[config.mk]
export PLATFORM = sky130hd
export DESIGN_NAME = dram_strobe_timing_control
export DESIGN_NICKNAME = d
export VERILOG_FILES = /design/src/dram_strobe_pkg.sv /design/src/dram_strobe_timing_control.sv
export VERILOG_INCLUDE_DIRS = /design/src
export SDC_FILE = /design/constraint.sdc
export NUM_CORES = 1
export LEC_CHECK = 0
export BUFFER_PORTS_ARGS = -buffer_cell sky130_fd_sc_hd__buf_2
export CORE_AREA = 4 4 113 115
export DETAILED_ROUTE_END_ITERATION = 7
export DIE_AREA = 0 0 117 119
export SYNTH_ARGS = -nofsm -noshare
export SYNTH_HDL_FRONTEND = slang
export SYNTH_SLANG_ARGS = --single-unit
[constraint.sdc]
create_clock -name pclk -period 3.75 [get_ports pclk]
set_input_delay 0.375 -clock pclk [delete_from_list [all_inputs] [get_ports pclk]]
set_output_delay 0.375 -clock pclk [all_outputs]
set_load 0.02 [all_outputs]
[src/dram_strobe_map.svh]
// register offsets, field positions and reset values of the strobe block
// assumes inclusion by name from every file that decodes the map
`ifndef DRAM_STROBE_MAP_SVH
`define DRAM_STROBE_MAP_SVH

`define CONFIG_OFFSET        12'h000
`define STATUS_OFFSET        12'h004
`define CONFIG_RESET         32'h0000_0000
`define CONFIG_WRITE_MASK    32'h0000_F400
`define CFG_ADS_DELAY_BIT    10
`define CFG_DEPTH_LSB        12
`define CFG_DEPTH_MSB        13
`define CFG_BANK_LAYOUT_BIT  14
`define CFG_MEM_TYPE_BIT     15
`define MEM_SPACE_CODE       2'h0
`define SPACE_MSB            31
`define SPACE_LSB            30
`define BANK_256K_LSB        20
`define BANK_1M_LSB          22
`define BANK_4M_LSB          24
`define DEPTH_256K           2'h0
`define DEPTH_1M             2'h1
`define RAS_ALL_OFF          4'hF
`define RAS_LOWER_PAIR       4'h3
`define RAS_ALL_BANKS        4'hF

`endif

[src/dram_strobe_pkg.sv]
// types shared by the strobe timing block
// assumes the map header supplies the register map constants
package dram_strobe_pkg;

  typedef enum logic {mem_edo, mem_fpm} mem_type_type;

  typedef enum logic [1:0] {acc_idle, acc_active, acc_refresh}
    access_state_type;

  typedef logic [10:0] dram_addr_type;

endpackage : dram_strobe_pkg

[src/dram_strobe_timing_control.sv]
// row/column strobe timing for fpm and edo dram modules, apb configured
// assumes a wait-state machine on pclk supplies beat, cas and address data
`include "dram_strobe_map.svh"
`timescale 1ns/1ps

module dram_strobe_timing_control
(
  input  wire logic                           pclk,
  input  wire logic                           presetn,
  input  wire logic                           psel,
  input  wire logic                           penable,
  input  wire logic                           pwrite,
  input  wire logic [11:0]                    paddr,
  input  wire logic [31:0]                    pwdata,
  output logic      [31:0]                    prdata,
  output logic                                pready,
  output logic                                pslverr,
  input  wire logic                           address_strobe_n,
  input  wire logic [31:0]                    processor_addr_bus,
  input  wire logic                           access_read,
  input  wire logic                           beat_ready,
  input  wire logic                           burst_last,
  input  wire logic                           cas_request,
  input  wire logic                           refresh_request,
  input  wire dram_strobe_pkg::dram_addr_type row_addr,
  input  wire dram_strobe_pkg::dram_addr_type col_addr,
  output logic                                ready_ack,
  output logic      [3:0]                     ras_n,
  output logic                                cas_n,
  output dram_strobe_pkg::dram_addr_type      dram_addr
);
  import dram_strobe_pkg::*;

  logic [31:0]      config_reg;
  logic             ads_s1;
  logic             ads_s2;
  logic [31:0]      addr_s1;
  logic [31:0]      addr_s2;
  logic             ads_dly;
  logic [31:0]      addr_dly;
  logic             ads_use;
  logic [31:0]      addr_use;
  logic             access_start;
  logic [1:0]       bank_bits;
  logic [3:0]       bank_ras;
  logic [3:0]       enabled_ras;
  logic [3:0]       ras_line;
  logic [3:0]       next_ras;
  access_state_type state;
  logic             cas_on;
  logic             next_cas;
  logic             col_fresh;
  logic             addr_is_row;
  mem_type_type     mem_type;
  logic             dual_bank;
  logic             ads_delay_on;
  logic [1:0]       depth;
  logic             setup_phase;
  logic             access_phase;
  logic             addr_hit;

  assign mem_type     = config_reg[`CFG_MEM_TYPE_BIT] ? mem_fpm : mem_edo;
  assign dual_bank    = config_reg[`CFG_BANK_LAYOUT_BIT];
  assign ads_delay_on = config_reg[`CFG_ADS_DELAY_BIT];
  assign depth        = config_reg[`CFG_DEPTH_MSB:`CFG_DEPTH_LSB];

  // apb slave: zero wait, answer flopped in setup so outputs are registered
  assign setup_phase  = psel && !penable;
  assign access_phase = psel && penable && pready;
  assign addr_hit     = (paddr == `CONFIG_OFFSET) ||
                        (paddr == `STATUS_OFFSET);

  always_ff @(posedge pclk or negedge presetn)
  begin
    if (!presetn)
    begin
      pready  <= 1'b0;
      pslverr <= 1'b0;
      prdata  <= 32'h0000_0000;
    end
    else
    begin
      pready  <= setup_phase;
      pslverr <= setup_phase && !addr_hit;
      if (setup_phase && !pwrite && paddr == `CONFIG_OFFSET)
        prdata <= config_reg;
      else if (setup_phase && !pwrite && paddr == `STATUS_OFFSET)
        prdata <= {24'h00_0000, ~ras_n, 1'b0, cas_on,
                   state == acc_refresh, state == acc_active};
      else
        prdata <= 32'h0000_0000;
    end
  end

  always_ff @(posedge pclk or negedge presetn)
  begin
    if (!presetn)
      config_reg <= `CONFIG_RESET;
    else if (access_phase && pwrite && paddr == `CONFIG_OFFSET)
      config_reg <= pwdata & `CONFIG_WRITE_MASK;
  end

  // pins from the processor bus pass two flops first
  always_ff @(posedge pclk or negedge presetn)
  begin
    if (!presetn)
    begin
      ads_s1  <= 1'b1;
      ads_s2  <= 1'b1;
      addr_s1 <= 32'h0000_0000;
      addr_s2 <= 32'h0000_0000;
    end
    else
    begin
      ads_s1  <= address_strobe_n;
      ads_s2  <= ads_s1;
      addr_s1 <= processor_addr_bus;
      addr_s2 <= addr_s1;
    end
  end

  // delayed copy buys a settling cycle at the cost of one wait state
  always_ff @(posedge pclk or negedge presetn)
  begin
    if (!presetn)
    begin
      ads_dly  <= 1'b0;
      addr_dly <= 32'h0000_0000;
    end
    else
    begin
      ads_dly  <= !ads_s2;
      addr_dly <= addr_s2;
    end
  end

  assign ads_use  = ads_delay_on ? ads_dly : !ads_s2;
  assign addr_use = ads_delay_on ? addr_dly : addr_s2;
  assign access_start = ads_use &&
    (addr_use[`SPACE_MSB:`SPACE_LSB] == `MEM_SPACE_CODE);

  always_comb
  begin
    unique case (depth)
      `DEPTH_256K: bank_bits = addr_use[`BANK_256K_LSB +: 2];
      `DEPTH_1M:   bank_bits = addr_use[`BANK_1M_LSB +: 2];
      default:     bank_bits = addr_use[`BANK_4M_LSB +: 2];
    endcase
  end

  // dual order keeps one dual-bank module contiguous: 0,2,1,3
  always_comb
  begin
    bank_ras = 4'h0;
    if (dual_bank)
      bank_ras[{bank_bits[0], bank_bits[1]}] = 1'b1;
    else if (!bank_bits[1])
      bank_ras[bank_bits[0]] = 1'b1;
  end

  assign enabled_ras = dual_bank ? `RAS_ALL_BANKS : `RAS_LOWER_PAIR;

  always_ff @(posedge pclk or negedge presetn)
  begin
    if (!presetn)
    begin
      state    <= acc_idle;
      ras_line <= 4'h0;
    end
    else
    begin
      unique case (state)
        acc_idle:
          if (access_start)
          begin
            state    <= acc_active;
            ras_line <= bank_ras;
          end
          else if (refresh_request)
          begin
            state    <= acc_refresh;
            ras_line <= enabled_ras;
          end
        acc_active:
          if (beat_ready && burst_last)
          begin
            state    <= acc_idle;
            ras_line <= 4'h0;
          end
        acc_refresh:
          if (!refresh_request)
          begin
            state    <= acc_idle;
            ras_line <= 4'h0;
          end
      endcase
    end
  end

  always_comb
  begin
    next_ras = 4'h0;
    if (state == acc_idle && access_start)
      next_ras = bank_ras;
    else if (state == acc_idle && refresh_request)
      next_ras = enabled_ras;
    else if (state == acc_active && !(beat_ready && burst_last))
      next_ras = ras_line;
    else if (state == acc_refresh && refresh_request)
      next_ras = ras_line;
  end

  always_ff @(posedge pclk or negedge presetn)
  begin
    if (!presetn)
      ras_n <= `RAS_ALL_OFF;
    else
      ras_n <= ~(next_ras & enabled_ras);
  end

  // ready follows every beat in window even with no bank mapped
  always_ff @(posedge pclk or negedge presetn)
  begin
    if (!presetn)
      ready_ack <= 1'b0;
    else
      ready_ack <= (state == acc_active) && beat_ready;
  end

  // fpm waits out a fresh column; fpm read holds until data is taken
  always_comb
  begin
    next_cas = 1'b0;
    unique case (mem_type)
      mem_edo: next_cas = cas_request;
      mem_fpm: next_cas = (cas_request && !col_fresh) ||
                          (access_read && cas_on && !ready_ack);
    endcase
  end

  always_ff @(posedge pclk or negedge presetn)
  begin
    if (!presetn)
    begin
      cas_on <= 1'b0;
      cas_n  <= 1'b1;
    end
    else
    begin
      cas_on <= next_cas && (state == acc_active);
      cas_n  <= !(next_cas && (state == acc_active));
    end
  end

  // column moves on the falling edge, half a cycle after row strobe
  always_ff @(negedge pclk or negedge presetn)
  begin
    if (!presetn)
    begin
      dram_addr   <= 11'h000;
      col_fresh   <= 1'b0;
      addr_is_row <= 1'b1;
    end
    else if (ras_n == `RAS_ALL_OFF)
    begin
      dram_addr   <= row_addr;
      col_fresh   <= 1'b0;
      addr_is_row <= 1'b1;
    end
    else
    begin
      dram_addr   <= col_addr;
      col_fresh   <= addr_is_row || (col_addr != dram_addr);
      addr_is_row <= 1'b0;
    end
  end

  ready_window_a: assert property (@(posedge pclk) disable iff (!presetn)
    (state == acc_active && beat_ready) |=> ready_ack)
    else $error("beat in window without ready");

  fpm_cas_hold_a: assert property (@(posedge pclk) disable iff (!presetn)
    (mem_type == mem_fpm && access_read && cas_on && !ready_ack &&
     state == acc_active && !(beat_ready && burst_last)) ##0
    $stable(config_reg) |=> cas_on)
    else $error("fpm read column strobe dropped early");

  edo_release_a: assert property (@(posedge pclk) disable iff (!presetn)
    (mem_type == mem_edo && state == acc_active && !cas_request &&
     $stable(config_reg)) |=> cas_n)
    else $error("edo column strobe not released");

  ras_next_cycle_a: assert property (@(posedge pclk) disable iff (!presetn)
    (state == acc_idle && access_start && (bank_ras & enabled_ras) != 4'h0)
    |=> ras_n != `RAS_ALL_OFF)
    else $error("row strobe missing after address cycle");

  ads_delay_a: assert property (@(posedge pclk) disable iff (!presetn)
    (ads_delay_on && $past(ads_delay_on) && !$past(ads_s2))
    |-> ads_use)
    else $error("delayed address strobe lost");

  row_then_col_a: assert property (@(posedge pclk) disable iff (!presetn)
    ($past(ras_n) == `RAS_ALL_OFF && ras_n != `RAS_ALL_OFF)
    |-> !addr_is_row && $past(addr_is_row))
    else $error("row address not held half a clock");

  refresh_all_a: assert property (@(posedge pclk) disable iff (!presetn)
    (state == acc_idle && !access_start && refresh_request)
    |=> ras_n[1:0] == 2'h0)
    else $error("refresh missed an enabled bank");

  single_upper_a: assert property (@(posedge pclk) disable iff (!presetn)
    (!dual_bank && !$past(dual_bank)) |-> ras_n[3:2] == 2'h3)
    else $error("upper row strobe in single bank mode");

  fpm_col_setup_a: assert property (@(posedge pclk) disable iff (!presetn)
    (mem_type == mem_fpm && $past(mem_type) == mem_fpm && $rose(cas_on))
    |-> !$past(col_fresh))
    else $error("fpm column strobe on fresh column");

endmodule : dram_strobe_timing_control

Word-level counts from Yosys, hierarchy flattened. Index checks and enable logic that the tools add are counted.

Input bits: 109. Output and inout bits: 51. Register bits after elaboration: 164. Word-level logic and storage cells: 105.

Bitwise operators: 4. Reduce and logical (&&, ||, !) cells: 38. Magnitude comparators: 4. Muxes and demuxes: 31. Equal/unequal tests: 9.

Operators with widths (count): 32-bit two-way mux (2); 4-bit two-way mux (10); 1-bit logical AND (22); 12-bit by 3-bit == test with 1-bit output, second input constant (1); 12-bit logical NOT (1); 4-bit case mux with 3 select lines (1); 11-bit two-way mux (1); 11-bit inequality test (1); 2-bit two-way mux (5); 1-bit logical NOT (8); 8-bit two-way mux (1); 4-bit NOT (2); 2-bit logical NOT (3); 1-bit two-way mux (6); 2-bit case mux with 3 select lines (1); 4-bit bitwise AND (1); 2-bit by 1-bit == test with 1-bit output, second input constant (2); 4-bit == test, second input constant (1); 2-bit inequality test, second input constant (2); 2-bit case mux with 2 select lines (1); 1-bit logical OR (3); 1-bit by 3-bit < comparator with 1-bit output, second input constant (1); 2-bit by 3-bit < comparator with 1-bit output, second input constant (1); 3-bit inequality test, second input constant (1); 8 further kinds (8).

Longest topological paths before layout. Gate-level depths: netlist of run 1.

Word-level depth: 11. Depth in mapped cells: 7. Gate-level depth less buffers: 6.

==> results of run 1 <==
layout by cell type (no fill, tap or decap), drive strengths merged, types with 2 or more instances in the layout:
master,count
conb,20
and3,2
mux2,9
and2b,3
and2,6
o21ai,7
nor4,8
o211ai,3
a22o,3
a21oi,2
dfrtn,12
a31oi,3
nand3,2
inv,14
buf,91
clkinvlp,2
dfstp,8
xor2,11
nor2,9
a21o,2
clkbuf,9
ha,3
nand2,50
dfrtp,52
nor3,3
stage by stage:
stage | setup slack, ns | cells | power, mW
final | 0.566 | 497 | 2.48
after global routing | 0.432 | 497 | 2.64
after CTS | 0.526 | 497 | 2.53
after detailed placement | 0.528 | 481 | 1.63
after global placement | 0.520 | 481 | 1.61
after floorplan | 0.547 | 267 | 1.41
kinds of logic after synthesis:
family / after synthesis / synth area share [%]
other cells: 1 / 0.130
mux: 10 / 3.98
buf+inv: 34 / 7.30
xor+xnor: 11 / 3.33
fa+ha+maj: 3 / 1.30
simple gates: 88 / 14.3
compound gates: 29 / 7.09
flops: 72 / 62.6
area by class of cell:
cell class,instances,share of cell area (%)
clock buffer,9,6.00
clock inverter,8,2.37
inverter,9,0.900
multi-input combinational,161,25.1
sequential,72,48.3
tap,147,4.90
timing repair buffer,91,12.4
how the worst max path moves through the flow:
stage                                  end  slack, ns  cells past startpoint
finish                        dram_addr[2]       0.57                      1
global placement       col_fresh$_DFF_NN0_       0.52                      4
detailed placement     col_fresh$_DFF_NN0_       0.53                      4
global route        dram_addr[2]$_DFF_NN0_       0.43                      6
floorplan              col_fresh$_DFF_NN0_       0.55                      4
CTS                 dram_addr[2]$_DFF_NN0_       0.53                      6
routing by layer:
| layer | vias to the layer above | wire, um |
|---|---|---|
| li1 | 989 | - |
| met1 | 965 | 2520 |
| met2 | 61 | 3080 |
| met3 | 8 | 404 |
| met4 | 0 | 72 |
| met5 | - | 0 |
power by group through the flow:
| stage | Clock, mW | Sequential [mW] | Combinational, mW |
|---|---|---|---|
| global route | 0.955 | 1.03 | 0.660 |
| global placement | 0.00334 | 1.02 | 0.581 |
| detailed placement | 0.00334 | 1.03 | 0.594 |
| floorplan | 0.00334 | 1.11 | 0.304 |
| CTS | 0.916 | 1.02 | 0.597 |
| finish | 0.884 | 1.01 | 0.588 |
==> run_results.csv, run 1 <==
group,metric,value,unit
die,die_y,119,um
route,drc,0,
finish,diodes,0,
cts,cts_tree,"yes",
finish,fill_cells,1247,
synth,ys_types,47,
global_routing,grt_max_degree,60,
pwr,p_clk_share,35.6,%
synth,synth_ff_type,"dfrtp_1",
worst_setup_path,cpMaxStageDelayCell,"dfrtn_1",
pwr,switching_share,32.1,%
synth,synth_commonest_cells,"52 x dfrtp_1, 50 x nand2_1, 20 x buf_4, 12 x dfrtn_1, 11 x xor2_1",
synth,seq_area_frac_synth,62.6,%
pwr,ir_drop,0.172,mV
sta,tns,0,ns
finish,drive_gt1_share,37.4,%
route,drtIter0Drc,40,
sta,slew_violations,0,
cts,clockBufferDepth,2,
worst_setup_path,max_stage_delay,0.43,ns
global_routing,gr-total-overflow,0,
worst_setup_path,regToRegStartpoint,"ras_n[3]$_DFF_PN1_",
global_routing,met3_usage,3.61,%
global_routing,gr-usage-met2,14.4,%
route,finalWirelength,6080,um
cts,ctsResizeCount,0,
worst_setup_path,worstSetupPathType,"register to output pin",
pwr,p_sw,798,uW
route,avgViaCountPerCell,4.07,
worst_setup_path,end_kind,"output pin",
worst_setup_path,crit_chain,"buf_2",
route,drtPass1Iterations,5,
sta,hold_slack,0.143,ns
finish,multi_input_area,943,um2
die,row_count,40,
route,postRouteAntennaNets,0,
die,pin_count,160,
sta,slew_headroom,51.6,%
synth,synth-edff-count,0,
route,wire_per_inst,12.2,um
placement,dp_hpwl,4690,um
worst_setup_path,cp.arrival,2.81,ns
cts,htreeDepth,3,
die,core,0.0118,mm2
synth,yosysMostFrequentCell,"dfrtp_1",
sta,finClkSkew,0.0553,ns
placement,dpl_cell_area,0.00344,mm2
pwr,p_leak,1.92,nW
synth,yosysWarningCount,0,
worst_setup_path,worstPathMaxFanout,2,
global_routing,met1_usage,10.4,%
finish,nets,457,
synth,ys_ff_latch,72,
synth,synth.cell_area,0.00290,mm2
hold_path,min_path_cells,1,
finish,areaGrowthSynthToFinish,29.6,%
global_routing,grt_pass1_vias,2007,
sta,grt_setup_unrepaired,"false",
synth,async_flop_share,100,%
pwr,pwr-share-comb,23.7,%
placement,routabilityCongestion,0.800,
hold_path,whs_endpoint,"ads_s1$_DFF_PN1_",
status,status,"finished, final reports clean",
finish,final_util,31.8,%
sta,worst_slew_pin_slew,0.720,ns
placement,io_buffers,88,
worst_setup_path,crit_start,"dram_addr[2]$_DFF_NN0_",
worst_setup_path,start_kind,"register",
die,start_util,24.5,%
cts,worst_skew_pair.late_latency,0.38,ns
hold_path,hold_path.class,"input port to register",
cts,post_cts_buffers,0,
synth,syn_inst,248,
global_routing,gr-max-usage-layer,"met2",
cts,cts_buffers,9,
finish,fin_area,0.00375,mm2
die,die_x,117,um
global_routing,grt_usage,8.92,%
finish,top_regs,"prdata x12, dram_addr x11",
finish,largest_register_ffs,12,
route,vias,2023,
global_routing,antenna_found_initial,0,
pwr,power_density,662,mW/mm2
pwr,intPower,1.69,mW
worst_setup_path,rrSetupSlack,0.58,ns
pwr,p_seq_share,40.7,%
global_routing,grt_pass1_wl,9490,um
flow_run,maxCapViolations,0,
worst_setup_path,required,3.38,ns
cts,clockRootBuffer,"clkbuf_16",
finish,regArea,0.00181,mm2
die,die_area,0.0139,mm2
worst_setup_path,reg2reg_depth,6,
worst_setup_path,reg2reg_to,"dram_addr[2]$_DFF_NN0_",
synth,synth_area_leader_cell,"dfrtp_1",
sta,hold_viol_final,0,
worst_setup_path,critical-path-top-delay-family,"flip-flops",
synth,avgSynthCellArea,11.7,um2
worst_setup_path,path_buf_inv,1,
cts,clk_pin_slew,0.06,ns
cts,cts.sinks,72,
hold_path,holdCritStartpoint,"address_strobe_n",
finish,max_flop_register,"prdata",
synth,synth_top_cell_area_share,44.9,%
sta,finalSetupViolCount,0,
synth,synth.area.top_cells,"dfrtp_1 45%, dfrtn_1 10%, dfstp_2 7.3%",
cts,cts_hold_buf,0,
Power figures use the tool's default switching activity.
==> run 2: changes to the inputs <==
- ABC_AREA: not set -> 1
- CORE_AREA: 4 4 113 115 -> 4 4 116 118
- DIE_AREA: 0 0 117 119 -> 0 0 120 122
- clock period: 3.75 -> 2.6 ns (I/O delays scaled with it)
==> run_results.csv, run 2 <==
group,metric,value,unit
route,postRouteAntennaNets,0,
die,pin_count,160,
synth,synth_commonest_cells,"83 x nand2_1, 52 x dfrtp_1, 46 x inv_1, 36 x nor2_1, 21 x nand3_1",
synth,async_flop_share,100,%
route,vias,2296,
worst_setup_path,required,1.48,ns
finish,areaGrowthSynthToFinish,31.8,%
synth,synth_ff_type,"dfrtp_1",
finish,drive_gt1_share,31.9,%
pwr,power_density,892,mW/mm2
finish,nets,543,
sta,hold_viol_final,0,
pwr,p_clk_share,35.6,%
sta,hold_slack,0.0275,ns
cts,cts_tree,"yes",
synth,yosysWarningCount,0,
route,wire_per_inst,10.6,um
placement,dp_hpwl,4910,um
die,die_x,120,um
cts,worst_skew_pair.late_latency,0.38,ns
finish,final_util,32.4,%
die,core,0.0125,mm2
sta,setup_ws,-0.0326,ns
route,drtPass1Iterations,4,
worst_setup_path,worst-path-stages,4,
cts,clockRootBuffer,"clkbuf_16",
global_routing,grt_pass1_vias,2314,
cts,htreeDepth,3,
die,die_area,0.0146,mm2
synth,avgSynthCellArea,9.37,um2
die,die_y,122,um
worst_setup_path,end_kind,"register",
placement,io_buffers,88,
flow_run,maxCapViolations,0,
worst_setup_path,worstSetupPathType,"register to register",
synth,synthXorXnorAreaFrac,1.43,%
die,start_util,24.6,%
synth,yosysMostFrequentCell,"nand2_1",
finish,top_regs,"prdata x12, dram_addr x11",
synth,synth_top_cell_area_share,42.4,%
global_routing,grt_max_degree,60,
global_routing,antenna_found_initial,0,
placement,routabilityCongestion,0.813,
worst_setup_path,regToRegStartpoint,"ras_n[2]$_DFF_PN1_",
route,drtIter0Drc,79,
global_routing,grt_pass1_wl,10600,um
worst_setup_path,rrSetupSlack,-0.03,ns
global_routing,grt_usage,9.14,%
synth,synthMuxAreaShare,2.57,%
cts,clockBufferDepth,2,
pwr,ir_drop,0.302,mV
status,violations,"negative setup slack",
finish,largest_register_ffs,12,
die,row_count,41,
pwr,p_leak,2.14,nW
worst_setup_path,crit_chain,"nand2_2 -> nor2_4 -> buf_12 -> mux2_2",
finish,most-common-layout-cells,"88 x buf_2, 81 x nand2_1, 52 x dfrtp_1",
worst_setup_path,crit_start,"ras_n[2]$_DFF_PN1_",
finish,diodes,0,
synth,synth_top_family_by_area,"simple AND/OR/NAND/NOR gates",
pwr,p_seq_share,38.6,%
sta,finClkSkew,0.0564,ns
global_routing,gr-total-overflow,0,
synth,ys_types,31,
worst_setup_path,cpMaxStageDelayCell,"dfstp_2",
synth,synth-simple-area-share,21.3,%
worst_setup_path,endpoint,"dram_addr[0]$_DFF_NN0_",
finish,mostFrequentLayoutCell,"buf_2",
worst_setup_path,start_kind,"register",
sta,grt_setup_unrepaired,"true",
pwr,switching_share,31.1,%
synth,ys_ff_latch,72,
sta,finalSetupViolCount,7,
worst_setup_path,max_stage_delay,0.54,ns
synth,seq_area_frac_synth,59.1,%
synth,synth.cell_area,0.00307,mm2
cts,clk_pin_slew,0.06,ns
synth,synth_area_leader_cell,"dfrtp_1",
cts,cts_buffers,9,
pwr,p_sw,1.12,mW
worst_setup_path,reg2reg_to,"dram_addr[0]$_DFF_NN0_",
route,drc,0,
sta,slew_violations,0,
synth,synth-edff-count,0,
synth,syn_inst,327,
finish,max_flop_register,"prdata",
worst_setup_path,cp.arrival,1.51,ns
pwr,finalPower,3.60,mW
synth,synthAdderAreaFrac,1.22,%
sta,slew_headroom,52.4,%
worst_setup_path,reg2reg_depth,4,
synth,synth.area.top_cells,"dfrtp_1 42%, nand2_1 10%, dfrtn_1 9.8%",
sta,worst_slew_pin_slew,0.714,ns
synth,synth_compound_area_share,2.82,%
route,avgViaCountPerCell,3.78,
worst_setup_path,critical-path-top-delay-family,"flip-flops",
pwr,pwr-share-comb,25.7,%
cts,cts.sinks,72,
status,status,"finished with violations",
hold_path,hold_path.class,"input port to register",
pwr,intPower,2.48,mW
worst_setup_path,worstPathMaxFanout,9,
route,finalWirelength,6430,um
worst_setup_path,path_buf_inv,1,
[run 2: cell count changes after synthesis, sizes merged, moves of 6 or more]
| cell | before | now |
|---|---|---|
| inv | 10 | 47 |
| nor4 | 8 | 0 |
| and2 | 6 | 0 |
| nand3 | 2 | 22 |
| nand2 | 50 | 84 |
| nor2 | 9 | 39 |
| xor2 | 11 | 4 |
[run 2: cell type report]
| cell class | count | area (um2) |
|---|---|---|
| sequential | 72 | 1810 |
| fill | 1310 | 8420 |
| inverter | 46 | 175 |
| timing repair buffer | 97 | 520 |
| clock buffer | 10 | 239 |
| tap | 172 | 215 |
| multi-input combinational | 204 | 1000 |
| clock inverter | 7 | 76.3 |
[run 2: how the worst min path moves through the flow]
stage / cells past startpoint / to / slack [ns] / startpoint
after floorplan: 0 / addr_dly[20]$_DFF_PN0_ / -0.04 / presetn
after global placement: 0 / addr_s2[24]$_DFF_PN0_ / 0.34 / addr_s1[24]$_DFF_PN0_
after detailed placement: 0 / addr_s2[31]$_DFF_PN0_ / 0.33 / addr_s1[31]$_DFF_PN0_
after CTS: 1 / ads_s1$_DFF_PN1_ / 0.01 / address_strobe_n
after global routing: 1 / ads_s1$_DFF_PN1_ / 0.01 / address_strobe_n
final: 1 / ads_s1$_DFF_PN1_ / 0.03 / address_strobe_n
[run 2: per-stage QoR]
step / std cells / cell area (um2) / setup WS (ns) / setup TNS [ns]
3_3_place_gp: 590 / 3680 / -0.0842 / -0.574
2_1_floorplan: 346 / 3140 / -0.0606 / -0.424
6_report: 608 / 4040 / -0.0326 / -0.0834
5_1_grt: 608 / 4040 / -0.0683 / -0.389
4_1_cts: 608 / 4030 / -0.0377 / -0.185
3_5_place_dp: 590 / 3680 / -0.106 / -0.758
[run 2: timing repair]
action                                  in CTS  in global routing
pin swaps                                    1                  0
hold buffers                                 0                  0
setup buffers                                2                  0
endpoints found under the hold margin        0                  0
endpoints found under the setup margin      10                 10
resized for setup                            4                  3
[run 2: power by group through the flow]
stage                     Clock, mW  Sequential [mW]  Combinational, mW
after floorplan             0.00481             1.52              0.453
after global placement      0.00481             1.40              0.834
after detailed placement    0.00481             1.41              0.851
after CTS                      1.33             1.40              0.929
after global routing           1.37             1.42               1.03
final                          1.28             1.39              0.928
[run 2: logic make-up after synthesis]
family / count (synthesis)
compound gates: 16
flops: 72
buf+inv: 70
other cells: 1
xor+xnor: 5
mux: 7
fa+ha+maj: 3
simple gates: 153
[run 2: metal layers]
metal	part of all wire, %	track usage [%]	up-vias
li1	-	-	1166
met1	43	10.4	1053
met2	49	15.7	69
met3	6.8	3.44	8
met4	1.4	3.44	0
met5	0	0	-
